`src/design/lbw_map.svh`:
```
`ifndef LBW_MAP_SVH
`define LBW_MAP_SVH
// Message stream geometry
`define LBW_TAG_W 9
`define LBW_DATA_W 64
`define LBW_WORD_W 52
`define LBW_CMD_W 3
// Message tags recognised by the stage
`define LBW_TAG_FRAG 9'h0a0
`define LBW_TAG_CANCEL 9'h0a1
`define LBW_TAG_SETUP 9'h0a2
`define LBW_TAG_SYNC 9'h0a3
`define LBW_TAG_WCTRL 9'h0a4
`define LBW_TAG_LAYOUT 9'h0a5
// Commands posted to the interface write FIFO
`define LBW_CMD_WRITE 3'h0
`define LBW_CMD_DISCARD 3'h1
`define LBW_CMD_RESUME 3'h4
// Incoming fragment field positions
`define LBW_IN_STENCIL_LSB 32
`define LBW_IN_COUNT_LSB 40
`define LBW_IN_WID_LSB 48
// Write control message: bit 0 enables writes
`define LBW_WCTRL_EN_BIT 0
// Buffer layout message fields
`define LBW_LAY_W 17
`define LBW_LAY_DEPTH_LSB 0
`define LBW_LAY_STW_LSB 2
`define LBW_LAY_STPOS_LSB 4
`define LBW_LAY_FCW_LSB 7
`define LBW_LAY_FCPOS_LSB 9
`define LBW_LAY_WIDW_BIT 12
`define LBW_LAY_WIDPOS_LSB 13
// Field start = base + step * position code
`define LBW_START_BASE 16
`define LBW_START_STEP 4
// Reset values: writes off, 16-bit depth, other fields absent
`define LBW_WEN_RESET 1'h0
`define LBW_LAY_RESET 17'h00000
`endif

```
`src/design/lbw_pkg.sv`:
```
package lbw_pkg;
  typedef enum {LBW_ST_RUN, LBW_ST_SETUP_FWD} lbw_state_t;
  typedef logic [2:0] lbw_cmd_t;
endpackage : lbw_pkg

```
`src/design/lbw_fifo.sv`:
```
`timescale 1ns/10ps
module lbw_fifo #(
  parameter int W = 73,
  parameter int D = 16
) (
  input wire logic core_clk,
  input wire logic reset_n,
  input wire logic in_valid,
  input wire logic [W-1:0] in_data,
  output logic in_ready,
  output logic out_valid,
  output logic [W-1:0] out_data,
  input wire logic out_ready
);
  localparam int AW = $clog2(D);
  logic [W-1:0] mem_r [D];
  logic [AW-1:0] wr_ptr_r, wr_ptr_nxt, rd_ptr_r, rd_ptr_nxt;
  logic [AW:0] cnt_r, cnt_nxt;
  logic in_ready_r, in_ready_nxt, out_valid_r, out_valid_nxt;
  logic [W-1:0] out_data_r, out_data_nxt;
  logic push, pop_mem;

  ////////////////////////////////////////////////////////////////////////
  // Head word sits in a register so the consumer sees flop outputs
  always_comb begin
    push = in_valid && in_ready_r;
    pop_mem = (cnt_r != '0) && (!out_valid_r || out_ready);
    wr_ptr_nxt = push ? AW'(wr_ptr_r + 1'b1) : wr_ptr_r;
    rd_ptr_nxt = pop_mem ? AW'(rd_ptr_r + 1'b1) : rd_ptr_r;
    cnt_nxt = (AW+1)'(cnt_r + (AW+1)'(push) - (AW+1)'(pop_mem));
    // Registered ready: room left after this cycle's traffic
    in_ready_nxt = cnt_nxt < (AW+1)'(D);
    out_valid_nxt = out_valid_r;
    out_data_nxt = out_data_r;
    if (pop_mem) begin
      out_valid_nxt = 1'b1;
      out_data_nxt = mem_r[rd_ptr_r];
    end else if (out_ready) begin
      out_valid_nxt = 1'b0;
    end
  end

  always_ff @(posedge core_clk) begin
    if (!reset_n) begin
      wr_ptr_r <= '0;
      rd_ptr_r <= '0;
      cnt_r <= '0;
      in_ready_r <= 1'b0;
      out_valid_r <= 1'b0;
      out_data_r <= '0;
    end else begin
      wr_ptr_r <= wr_ptr_nxt;
      rd_ptr_r <= rd_ptr_nxt;
      cnt_r <= cnt_nxt;
      in_ready_r <= in_ready_nxt;
      out_valid_r <= out_valid_nxt;
      out_data_r <= out_data_nxt;
    end
  end

  always_ff @(posedge core_clk) begin
    if (push) begin
      mem_r[wr_ptr_r] <= in_data;
    end
  end

  assign in_ready = in_ready_r;
  assign out_valid = out_valid_r;
  assign out_data = out_data_r;
endmodule : lbw_fifo

```
`src/design/lbw_write_stage.sv`:
```
// Behaviour
// - Enabled fragment write repacks data and posts a write request.
// - Fragment write with writes disabled posts a discard request.
// - Cancel-write message posts a discard request.
// - Setup message posts resume-read first, then forwards when room exists.
// - Sync message held until writes drained, then forwarded.
// - No request posted while the interface write FIFO is full.
// - Write control and layout messages update settings, not forwarded.
// - Other messages forwarded unchanged when room exists, then removed.
// - Stage creates no new messages; only forwarded ones leave downstream.
// - Requests carry no address; interface pairs them in order.
// - Input: depth low 32, stencil at 32, count at 40, window at 48.
// - Packed word configurable 16 to 52 bits, 4-bit steps.
// - Layout supports documented field widths and 4-bit-aligned starts.
// - Narrower stored fields keep their least significant bits.
// - Depth saturates to largest value fitting configured depth width.
// - Overlapping bits: depth over stencil over count over window.
// - Bits no field covers are zero.
`timescale 1ns/10ps
`include "lbw_map.svh"
module lbw_write_stage (
  input wire logic core_clk,
  input wire logic reset_n,
  input wire logic in_valid,
  input wire logic [`LBW_TAG_W-1:0] in_tag,
  input wire logic [`LBW_DATA_W-1:0] in_data,
  output logic in_ready,
  output logic out_valid,
  output logic [`LBW_TAG_W-1:0] out_tag,
  output logic [`LBW_DATA_W-1:0] out_data,
  input wire logic out_ready,
  output logic wr_en,
  output lbw_pkg::lbw_cmd_t wr_cmd,
  output logic [`LBW_WORD_W-1:0] wr_data,
  input wire logic wr_full,
  input wire logic writes_drained
);
  localparam int MW = `LBW_TAG_W + `LBW_DATA_W;

  ////////////////////////////////////////////////////////////////////////
  // Layout decoding and packing
  // Width code 0/1/2 gives 0/4/8 bits; code 3 reads as 8
  function automatic logic [3:0] field_width(input logic [1:0] code);
    logic [3:0] w;
    w = 4'h0;
    if (code == 2'h1) begin
      w = 4'h4;
    end else if (code != 2'h0) begin
      w = 4'h8;
    end
    return w;
  endfunction : field_width

  function automatic logic [5:0] field_start(input logic [3:0] pos);
    return 6'(`LBW_START_BASE + `LBW_START_STEP * int'(pos));
  endfunction : field_start

  // Bits past the top of the word are simply dropped
  function automatic logic [`LBW_WORD_W-1:0] place_field(
    input logic [`LBW_WORD_W-1:0] w,
    input logic [7:0] v,
    input logic [5:0] start,
    input logic [3:0] width
  );
    logic [`LBW_WORD_W-1:0] r;
    r = w;
    for (int i = 0; i < `LBW_WORD_W; i++) begin
      if (i >= int'(start) && i < int'(start) + int'(width)) begin
        r[i] = v[3'(i - int'(start))];
      end
    end
    return r;
  endfunction : place_field

  function automatic logic [5:0] depth_width(input logic [1:0] code);
    logic [5:0] n;
    n = 6'h20;
    if (code == 2'h0) begin
      n = 6'h10;
    end else if (code == 2'h1) begin
      n = 6'h18;
    end
    return n;
  endfunction : depth_width

  function automatic logic [`LBW_WORD_W-1:0] pack_word(
    input logic [`LBW_DATA_W-1:0] d,
    input logic [`LBW_LAY_W-1:0] lay
  );
    logic [`LBW_WORD_W-1:0] r;
    logic [31:0] depth;
    logic [31:0] dmax;
    logic [5:0] n;
    r = '0;
    n = depth_width(lay[`LBW_LAY_DEPTH_LSB +: 2]);
    dmax = 32'hffffffff >> (6'h20 - n);
    depth = d[31:0];
    if (depth > dmax) begin
      depth = dmax;
    end
    // Lowest priority first so higher fields overwrite overlaps
    r = place_field(r, {4'h0, d[`LBW_IN_WID_LSB +: 4]},
      field_start(lay[`LBW_LAY_WIDPOS_LSB +: 4]),
      lay[`LBW_LAY_WIDW_BIT] ? 4'h4 : 4'h0);
    r = place_field(r, d[`LBW_IN_COUNT_LSB +: 8],
      field_start({1'b0, lay[`LBW_LAY_FCPOS_LSB +: 3]}),
      field_width(lay[`LBW_LAY_FCW_LSB +: 2]));
    r = place_field(r, d[`LBW_IN_STENCIL_LSB +: 8],
      field_start({1'b0, lay[`LBW_LAY_STPOS_LSB +: 3]}),
      field_width(lay[`LBW_LAY_STW_LSB +: 2]));
    for (int i = 0; i < 32; i++) begin
      if (i < int'(n)) begin
        r[i] = depth[i];
      end
    end
    return r;
  endfunction : pack_word

  ////////////////////////////////////////////////////////////////////////
  // Input buffer
  logic q_valid, q_ready;
  logic [MW-1:0] q_word;
  logic [`LBW_TAG_W-1:0] q_tag;
  logic [`LBW_DATA_W-1:0] q_data;

  lbw_fifo #(.W(MW), .D(16)) u_in_fifo (
    .core_clk(core_clk),
    .reset_n(reset_n),
    .in_valid(in_valid),
    .in_data({in_tag, in_data}),
    .in_ready(in_ready),
    .out_valid(q_valid),
    .out_data(q_word),
    .out_ready(q_ready)
  );
  assign q_tag = q_word[MW-1 -: `LBW_TAG_W];
  assign q_data = q_word[`LBW_DATA_W-1:0];

  ////////////////////////////////////////////////////////////////////////
  // Message handling
  lbw_pkg::lbw_state_t state_r, state_nxt;
  logic wen_r, wen_nxt;
  logic [`LBW_LAY_W-1:0] lay_r, lay_nxt;
  logic wr_en_r, wr_en_nxt;
  lbw_pkg::lbw_cmd_t wr_cmd_r, wr_cmd_nxt;
  logic [`LBW_WORD_W-1:0] wr_data_r, wr_data_nxt, packed_word;
  logic out_valid_r, out_valid_nxt;
  logic [`LBW_TAG_W-1:0] out_tag_r, out_tag_nxt;
  logic [`LBW_DATA_W-1:0] out_data_r, out_data_nxt;
  logic post_ok, room, fwd;

  assign packed_word = pack_word(q_data, lay_r);

  always_comb begin
    // A request posted last cycle may not show in wr_full yet
    post_ok = !wr_full && !wr_en_r;
    room = !out_valid_r || out_ready;
    state_nxt = state_r;
    wen_nxt = wen_r;
    lay_nxt = lay_r;
    wr_en_nxt = 1'b0;
    wr_cmd_nxt = wr_cmd_r;
    wr_data_nxt = wr_data_r;
    q_ready = 1'b0;
    fwd = 1'b0;
    unique case (state_r)
      lbw_pkg::LBW_ST_RUN: begin
        if (q_valid) begin
          unique case (q_tag)
            `LBW_TAG_WCTRL: begin
              wen_nxt = q_data[`LBW_WCTRL_EN_BIT];
              q_ready = 1'b1;
            end
            `LBW_TAG_LAYOUT: begin
              lay_nxt = q_data[`LBW_LAY_W-1:0];
              q_ready = 1'b1;
            end
            `LBW_TAG_FRAG, `LBW_TAG_CANCEL: begin
              if (post_ok) begin
                // No address travels; the interface pairs in order
                wr_en_nxt = 1'b1;
                q_ready = 1'b1;
                if (q_tag == `LBW_TAG_FRAG && wen_r) begin
                  wr_cmd_nxt = `LBW_CMD_WRITE;
                  wr_data_nxt = packed_word;
                end else begin
                  wr_cmd_nxt = `LBW_CMD_DISCARD;
                end
              end
            end
            `LBW_TAG_SETUP: begin
              if (post_ok) begin
                wr_en_nxt = 1'b1;
                wr_cmd_nxt = `LBW_CMD_RESUME;
                state_nxt = lbw_pkg::LBW_ST_SETUP_FWD;
              end
            end
            `LBW_TAG_SYNC: begin
              // Wait out the request still in flight as well
              if (writes_drained && !wr_en_r && room) begin
                fwd = 1'b1;
              end
            end
            default: begin
              fwd = room;
            end
          endcase
        end
      end
      lbw_pkg::LBW_ST_SETUP_FWD: begin
        if (room) begin
          fwd = 1'b1;
          state_nxt = lbw_pkg::LBW_ST_RUN;
        end
      end
    endcase
    if (fwd) begin
      q_ready = 1'b1;
    end
    out_valid_nxt = out_valid_r && !out_ready;
    out_tag_nxt = out_tag_r;
    out_data_nxt = out_data_r;
    if (fwd) begin
      out_valid_nxt = 1'b1;
      out_tag_nxt = q_tag;
      out_data_nxt = q_data;
    end
  end

  always_ff @(posedge core_clk) begin
    if (!reset_n) begin
      state_r <= lbw_pkg::LBW_ST_RUN;
      wen_r <= `LBW_WEN_RESET;
      lay_r <= `LBW_LAY_RESET;
      wr_en_r <= 1'b0;
      wr_cmd_r <= `LBW_CMD_WRITE;
      wr_data_r <= '0;
      out_valid_r <= 1'b0;
      out_tag_r <= '0;
      out_data_r <= '0;
    end else begin
      state_r <= state_nxt;
      wen_r <= wen_nxt;
      lay_r <= lay_nxt;
      wr_en_r <= wr_en_nxt;
      wr_cmd_r <= wr_cmd_nxt;
      wr_data_r <= wr_data_nxt;
      out_valid_r <= out_valid_nxt;
      out_tag_r <= out_tag_nxt;
      out_data_r <= out_data_nxt;
    end
  end

  assign out_valid = out_valid_r;
  assign out_tag = out_tag_r;
  assign out_data = out_data_r;
  assign wr_en = wr_en_r;
  assign wr_cmd = wr_cmd_r;
  assign wr_data = wr_data_r;

  logic run_head;
  assign run_head = q_valid && state_r == lbw_pkg::LBW_ST_RUN;
endmodule : lbw_write_stage

```
`config.mk`:
```
export PLATFORM = sky130hd
export DESIGN_NAME = lbw_write_stage
export DESIGN_NICKNAME = d
export VERILOG_FILES = /design/src/design/lbw_pkg.sv /design/src/design/lbw_fifo.sv /design/src/design/lbw_write_stage.sv
export VERILOG_INCLUDE_DIRS = /design/src /design/src/design
export SDC_FILE = /design/constraint.sdc
export NUM_CORES = 2
export LEC_CHECK = 0
export ABC_AREA = 1
export CAP_MARGIN = 10
export CORE_MARGIN = 4
export CORE_UTILIZATION = 45
export DETAILED_ROUTE_END_ITERATION = 8
export DONT_BUFFER_PORTS = 1
export PLACE_DENSITY = 0.62
export REMOVE_ABC_BUFFERS = 1
export SYNTH_ARGS = -nofsm -noshare
export SYNTH_HDL_FRONTEND = slang
export SYNTH_SLANG_ARGS = --single-unit
```
`constraint.sdc`:
```
create_clock -name core_clk -period 11.7 [get_ports core_clk]
set_input_delay 0.585 -clock core_clk [delete_from_list [all_inputs] [get_ports core_clk]]
set_output_delay 0.585 -clock core_clk [all_outputs]
set_load 0.01 [all_outputs]
```
==> results.env <==
FLOORPLAN.IO_PINS=210
SYNTHESIZED_AREA_PER_CELL_SQ_UM=11.4
FINAL_UTIL_PCT=50.7
GR-TOTAL-OVERFLOW=0
RUN_STATUS='finished clean'
WORST_SETUP_PATH_START_KIND='register'
ROUTABILITYCONGESTION=0.916
ROUTE.FINAL.WIRE_LENGTH_MM=168
TIMING_WORST_SLEW_PIN_VALUE_NS=1.24
MAX_STAGE_DELAY_NS=0.91
POWER_DENSITY_mW_PER_MM2=220
CTS_TREE='built'
POST-CTS-SETUP-BUFFER-COUNT=0
DIE-HEIGHT_UM=364
FLOP_PWR_SHARE_PCT=43.1
SYNTH.FF_LATCH_COUNT=1404
DIE_AREA_SQ_MM=0.132
CRIT_START='u_in_fifo.rd_ptr_r[0]'
CLOCKROOTBUFFER='clkbuf_16'
HOLDWS_NS=0.0907
DRT_FIRST_ITER_VIOLATIONS=4832
HP-CLASS='input pin to register'
FIRST_GLOBAL_VIAS=37300
ROW_COUNT=130
FINAL_NET_COUNT=5063
CP.ARRIVAL_NS=5.89
POST-ROUTE-DRC-COUNT=0
FINAL_LAYOUT_SIZE_SUFFIX_GT1_SHARE_PCT=6.25
P_INT_mW=9.29
ROUTEDWLPERCELL_UM=25.0
GRT_UTIL_ALL_LAYERS_PCT=24.9
INSERTION_DELAY_NS=0.77
SETUP_VIOLATIONS=0
FLOORPLAN.CORE_AREA_SQ_MM=0.126
HTREE_NUM_LEVELS=4
SYNTH.CELL_AREA_SQ_MM=0.0570
COMMONEST_NON_FILL_NON_TAP_CELL_IN_THE_LAYOUT='edfxtp_1'
MAX-SLEW-MARGIN-REL_PCT=17.4
LIST_OF_CELLS_TRAVERSED_BY_THE_CRITICAL_PATH='buf_4 -> buf_4 -> buf_4 -> buf_4 -> o21ai_0 -> o221ai_1 -> nand3_1 -> nand2_1 -> nand3b_1 -> nand2_1 -> nor2_1'
CTS_BUFFERS=144
CLOCK.FMAX_MHz=192
DETAILROUTE.VIA_COUNT=39300
SYNTH_CELL_TYPES=43
RSZ0062_AT_GRT='false'
NET-SWITCHING-POWER_mW=4.71
DRV_CAP=0
MAXIMUM_FANOUT_ENCOUNTERED_ON_THE_CRITICAL_TIMING_PATH=93
REGISTER_CLOCK_PIN_SLEW_ON_THE_REPORTED_WORST_SETUP_AND_HOLD_PATHS_NS=0.06
MIN_PERIOD_NS=5.21
CTS-ROOT-TO-SINK-BUFFERS=3
TIMING_MAX_TRANSITION_VIOLATIONS_FINAL=0
ANT_NETS=0
POST_SYNTHESIS_SEQUENTIAL_AREA_RATIO_PCT=69.9
FINALHOLDVIOLATIONS=0
SYNTH-EDFF-COUNT=1168
WORSTREG2REGSTART='u_in_fifo.rd_ptr_r[0]'
HIGHEST_IR_DROP_SEEN_ON_VDD_V=0.000161
INITIAL_ANTENNA_VIOLATION_COUNT=12
TIMING.CRITICAL_PATH.SLOWEST_STAGE_CELL='buf_4'
TIMING.CRITICAL_PATH.MODE_CELL='buf_4'
SYNTH_FF_TYPE='edfxtp_1'
DIE_W_UM=364
GRT_FIRST_PASS_WIRELENGTH_MM=246
DRT_FIRST_PASS_ITERS=5
CRITICAL_HOLD_PATH_STARTPOINT='in_valid'
CTS.SINKS=1404
DP_HPWL_MM=86.4
MIN_PERIOD_OVER_PERIOD_PCT=44.5
FLOORPLAN.INITIALDENSITY_PCT=45.3
YS_ASYNC_SR_FRACTION_PCT=0
PORT_BUFFERS=0
CP.REQUIRED_NS=12.39
LEAKAGE_nW=21.8
COMBPWRFRAC_PCT=24.3
POWER.SHARE.CLOCK_PCT=32.6
AREA_DELTA_SYNTH_FINAL_PCT=12.0
YOSYSWARNINGCOUNT=0
CTS_RESIZED=0
MOST-COMMON-LAYOUT-CELLS='edfxtp_1 (1,168), nor2_1 (1,042), o21ai_0 (770), nand2_1 (373), nand3_1 (263)'
FIN_SKEW_NS=0.0271
SYNTHCELLS=4980
SWITCHING_SHARE_PCT=33.6
GRT_START_MAX_NET_PINS=214
CRITPATHCAPTURETYPE='register'
CRITPATHKIND='register to register'
ROUTED_VIA_DENSITY=5.85
per-stage QoR:
step / cells / area [sq um] / worst slack (ns) / TNS [ns] / total power, mW
4_1_cts: 6704 / 63800 / 6.58 / 0 / 14.0
5_1_grt: 6707 / 63800 / 6.05 / 0 / 14.7
3_3_place_gp: 6363 / 58300 / 6.70 / 0 / 9.38
3_5_place_dp: 6363 / 58300 / 6.66 / 0 / 9.42
6_report: 6715 / 63800 / 6.49 / 0 / 14.0
2_1_floorplan: 4654 / 55500 / -11.02 / -803.84 / 8.39
repair_timing:
| action | CTS | global route |
|---|---|---|
| endpoints found under the hold margin | 1231 | 0 |
| hold buffers | 76 | 0 |
| endpoints found under the setup margin | 0 | 0 |
path summary, 6_finish.rpt:
check | endpoint | slack (ns) | cells past startpoint
setup / recovery | u_in_fifo.out_data[69] | 6.49 | 11
hold / removal | u_in_fifo.wr_ptr_r[1] | 0.09 | 2
setup reg to reg | u_in_fifo.out_data[69] | 6.49 | 11
hold reg to reg | lay_r[0] | 0.47 | 2
Yosys cell counts (2+ instances only):
cell | n | area share (%)
a21o_1 | 2 | 0.026
a21oi_1 | 160 | 1.4
a31oi_1 | 19 | 0.21
buf_1 | 17 | 0.11
buf_2 | 86 | 0.76
buf_4 | 11 | 0.14
buf_6 | 7 | 0.14
clkbuf_1 | 208 | 1.4
clkbuf_2 | 4 | 0.035
dfxtp_1 | 236 | 8.3
edfxtp_1 | 1168 | 62
fa_1 | 3 | 0.11
ha_1 | 46 | 1.0
inv_1 | 167 | 1.1
inv_2 | 5 | 0.033
nand2_1 | 374 | 2.5
nand2_2 | 2 | 0.022
nand3_1 | 265 | 2.3
nand3b_1 | 75 | 0.99
nand4_1 | 14 | 0.15
nor2_1 | 1058 | 7.0
nor3_1 | 11 | 0.097
nor3_2 | 2 | 0.035
o211ai_1 | 93 | 1.2
o21a_1 | 3 | 0.040
o21ai_0 | 770 | 6.8
o21ai_1 | 4 | 0.035
o21bai_1 | 4 | 0.053
o221ai_1 | 147 | 2.3
o22ai_1 | 3 | 0.033
or2_2 | 2 | 0.022
xnor2_1 | 2 | 0.031
xor2_1 | 2 | 0.031
worst max-delay path: cells and delay by family, from the launching register on:
family                 cells  cell delay [ns]
and+or+nand+nor            5             0.46
buffers and inverters      4             3.27
AOI/OAI and AO/OA          2             0.48
DFF                        1             0.73
power groups by stage:
| stage | clock network (mW) | registers (mW) | logic (mW) |
|---|---|---|---|
| 2_1_floorplan | 0 | 6.19 | 2.21 |
| 3_3_place_gp | 0 | 6.14 | 3.24 |
| 3_5_place_dp | 0 | 6.14 | 3.28 |
| 4_1_cts | 4.63 | 6.04 | 3.38 |
| 5_1_grt | 4.84 | 6.07 | 3.78 |
| 6_report | 4.57 | 6.04 | 3.40 |
routing by layer:
| layer | vias up | track usage [%] | part of all wire, % | wire length (um) |
|---|---|---|---|---|
| li1 | 17800 | - | - | - |
| met1 | 19500 | 35.2 | 43 | 71800 |
| met2 | 1723 | 38.7 | 45 | 76400 |
| met3 | 273 | 5.32 | 8.9 | 14900 |
| met4 | 4 | 7.93 | 2.9 | 4850 |
| met5 | - | 0 | 0.016 | 27 |
cells by family (layout without fill, tap and decap cells):
family	count (synthesis)	count (layout)	share of synthesized area (%)
and+or+nand+nor	1807	1807	13.1
DFF	1404	1404	69.9
adders and majority gates	49	49	1.12
buffers and inverters	506	573	3.70
AOI/OAI and AO/OA	1209	1209	12.1
other	1	19	0.00658
xor gates and xnor gates	4	4	0.0615
sequential cells by signal, summed over array words and instances, names as in the netlist:
name / cells
wen_r: 1
out_valid: 1
u_in_fifo.out_valid: 1
out_data: 64
u_in_fifo.cnt_r: 5
lay_r: 17
u_in_fifo.in_ready: 1
out_tag: 9
wr_data: 52
u_in_fifo.wr_ptr_r: 4
u_in_fifo.rd_ptr_r: 4
wr_en: 1
state_r: 1
u_in_fifo.out_data: 73
wr_cmd: 2
u_in_fifo.mem_r: 1168
layout make-up:
class	instances	area, sq um
Timing Repair Buffer	135	1260
Multi-Input combinational cell	3077	15200
Clock inverter	64	624
Antenna cell	11	27.5
Clock buffer	201	4080
Sequential cell	1404	39800
Tap cell	1650	2060
Fill cell	10800	62000
Inverter	173	677
Note: power is estimated with default switching activity, not from simulation.
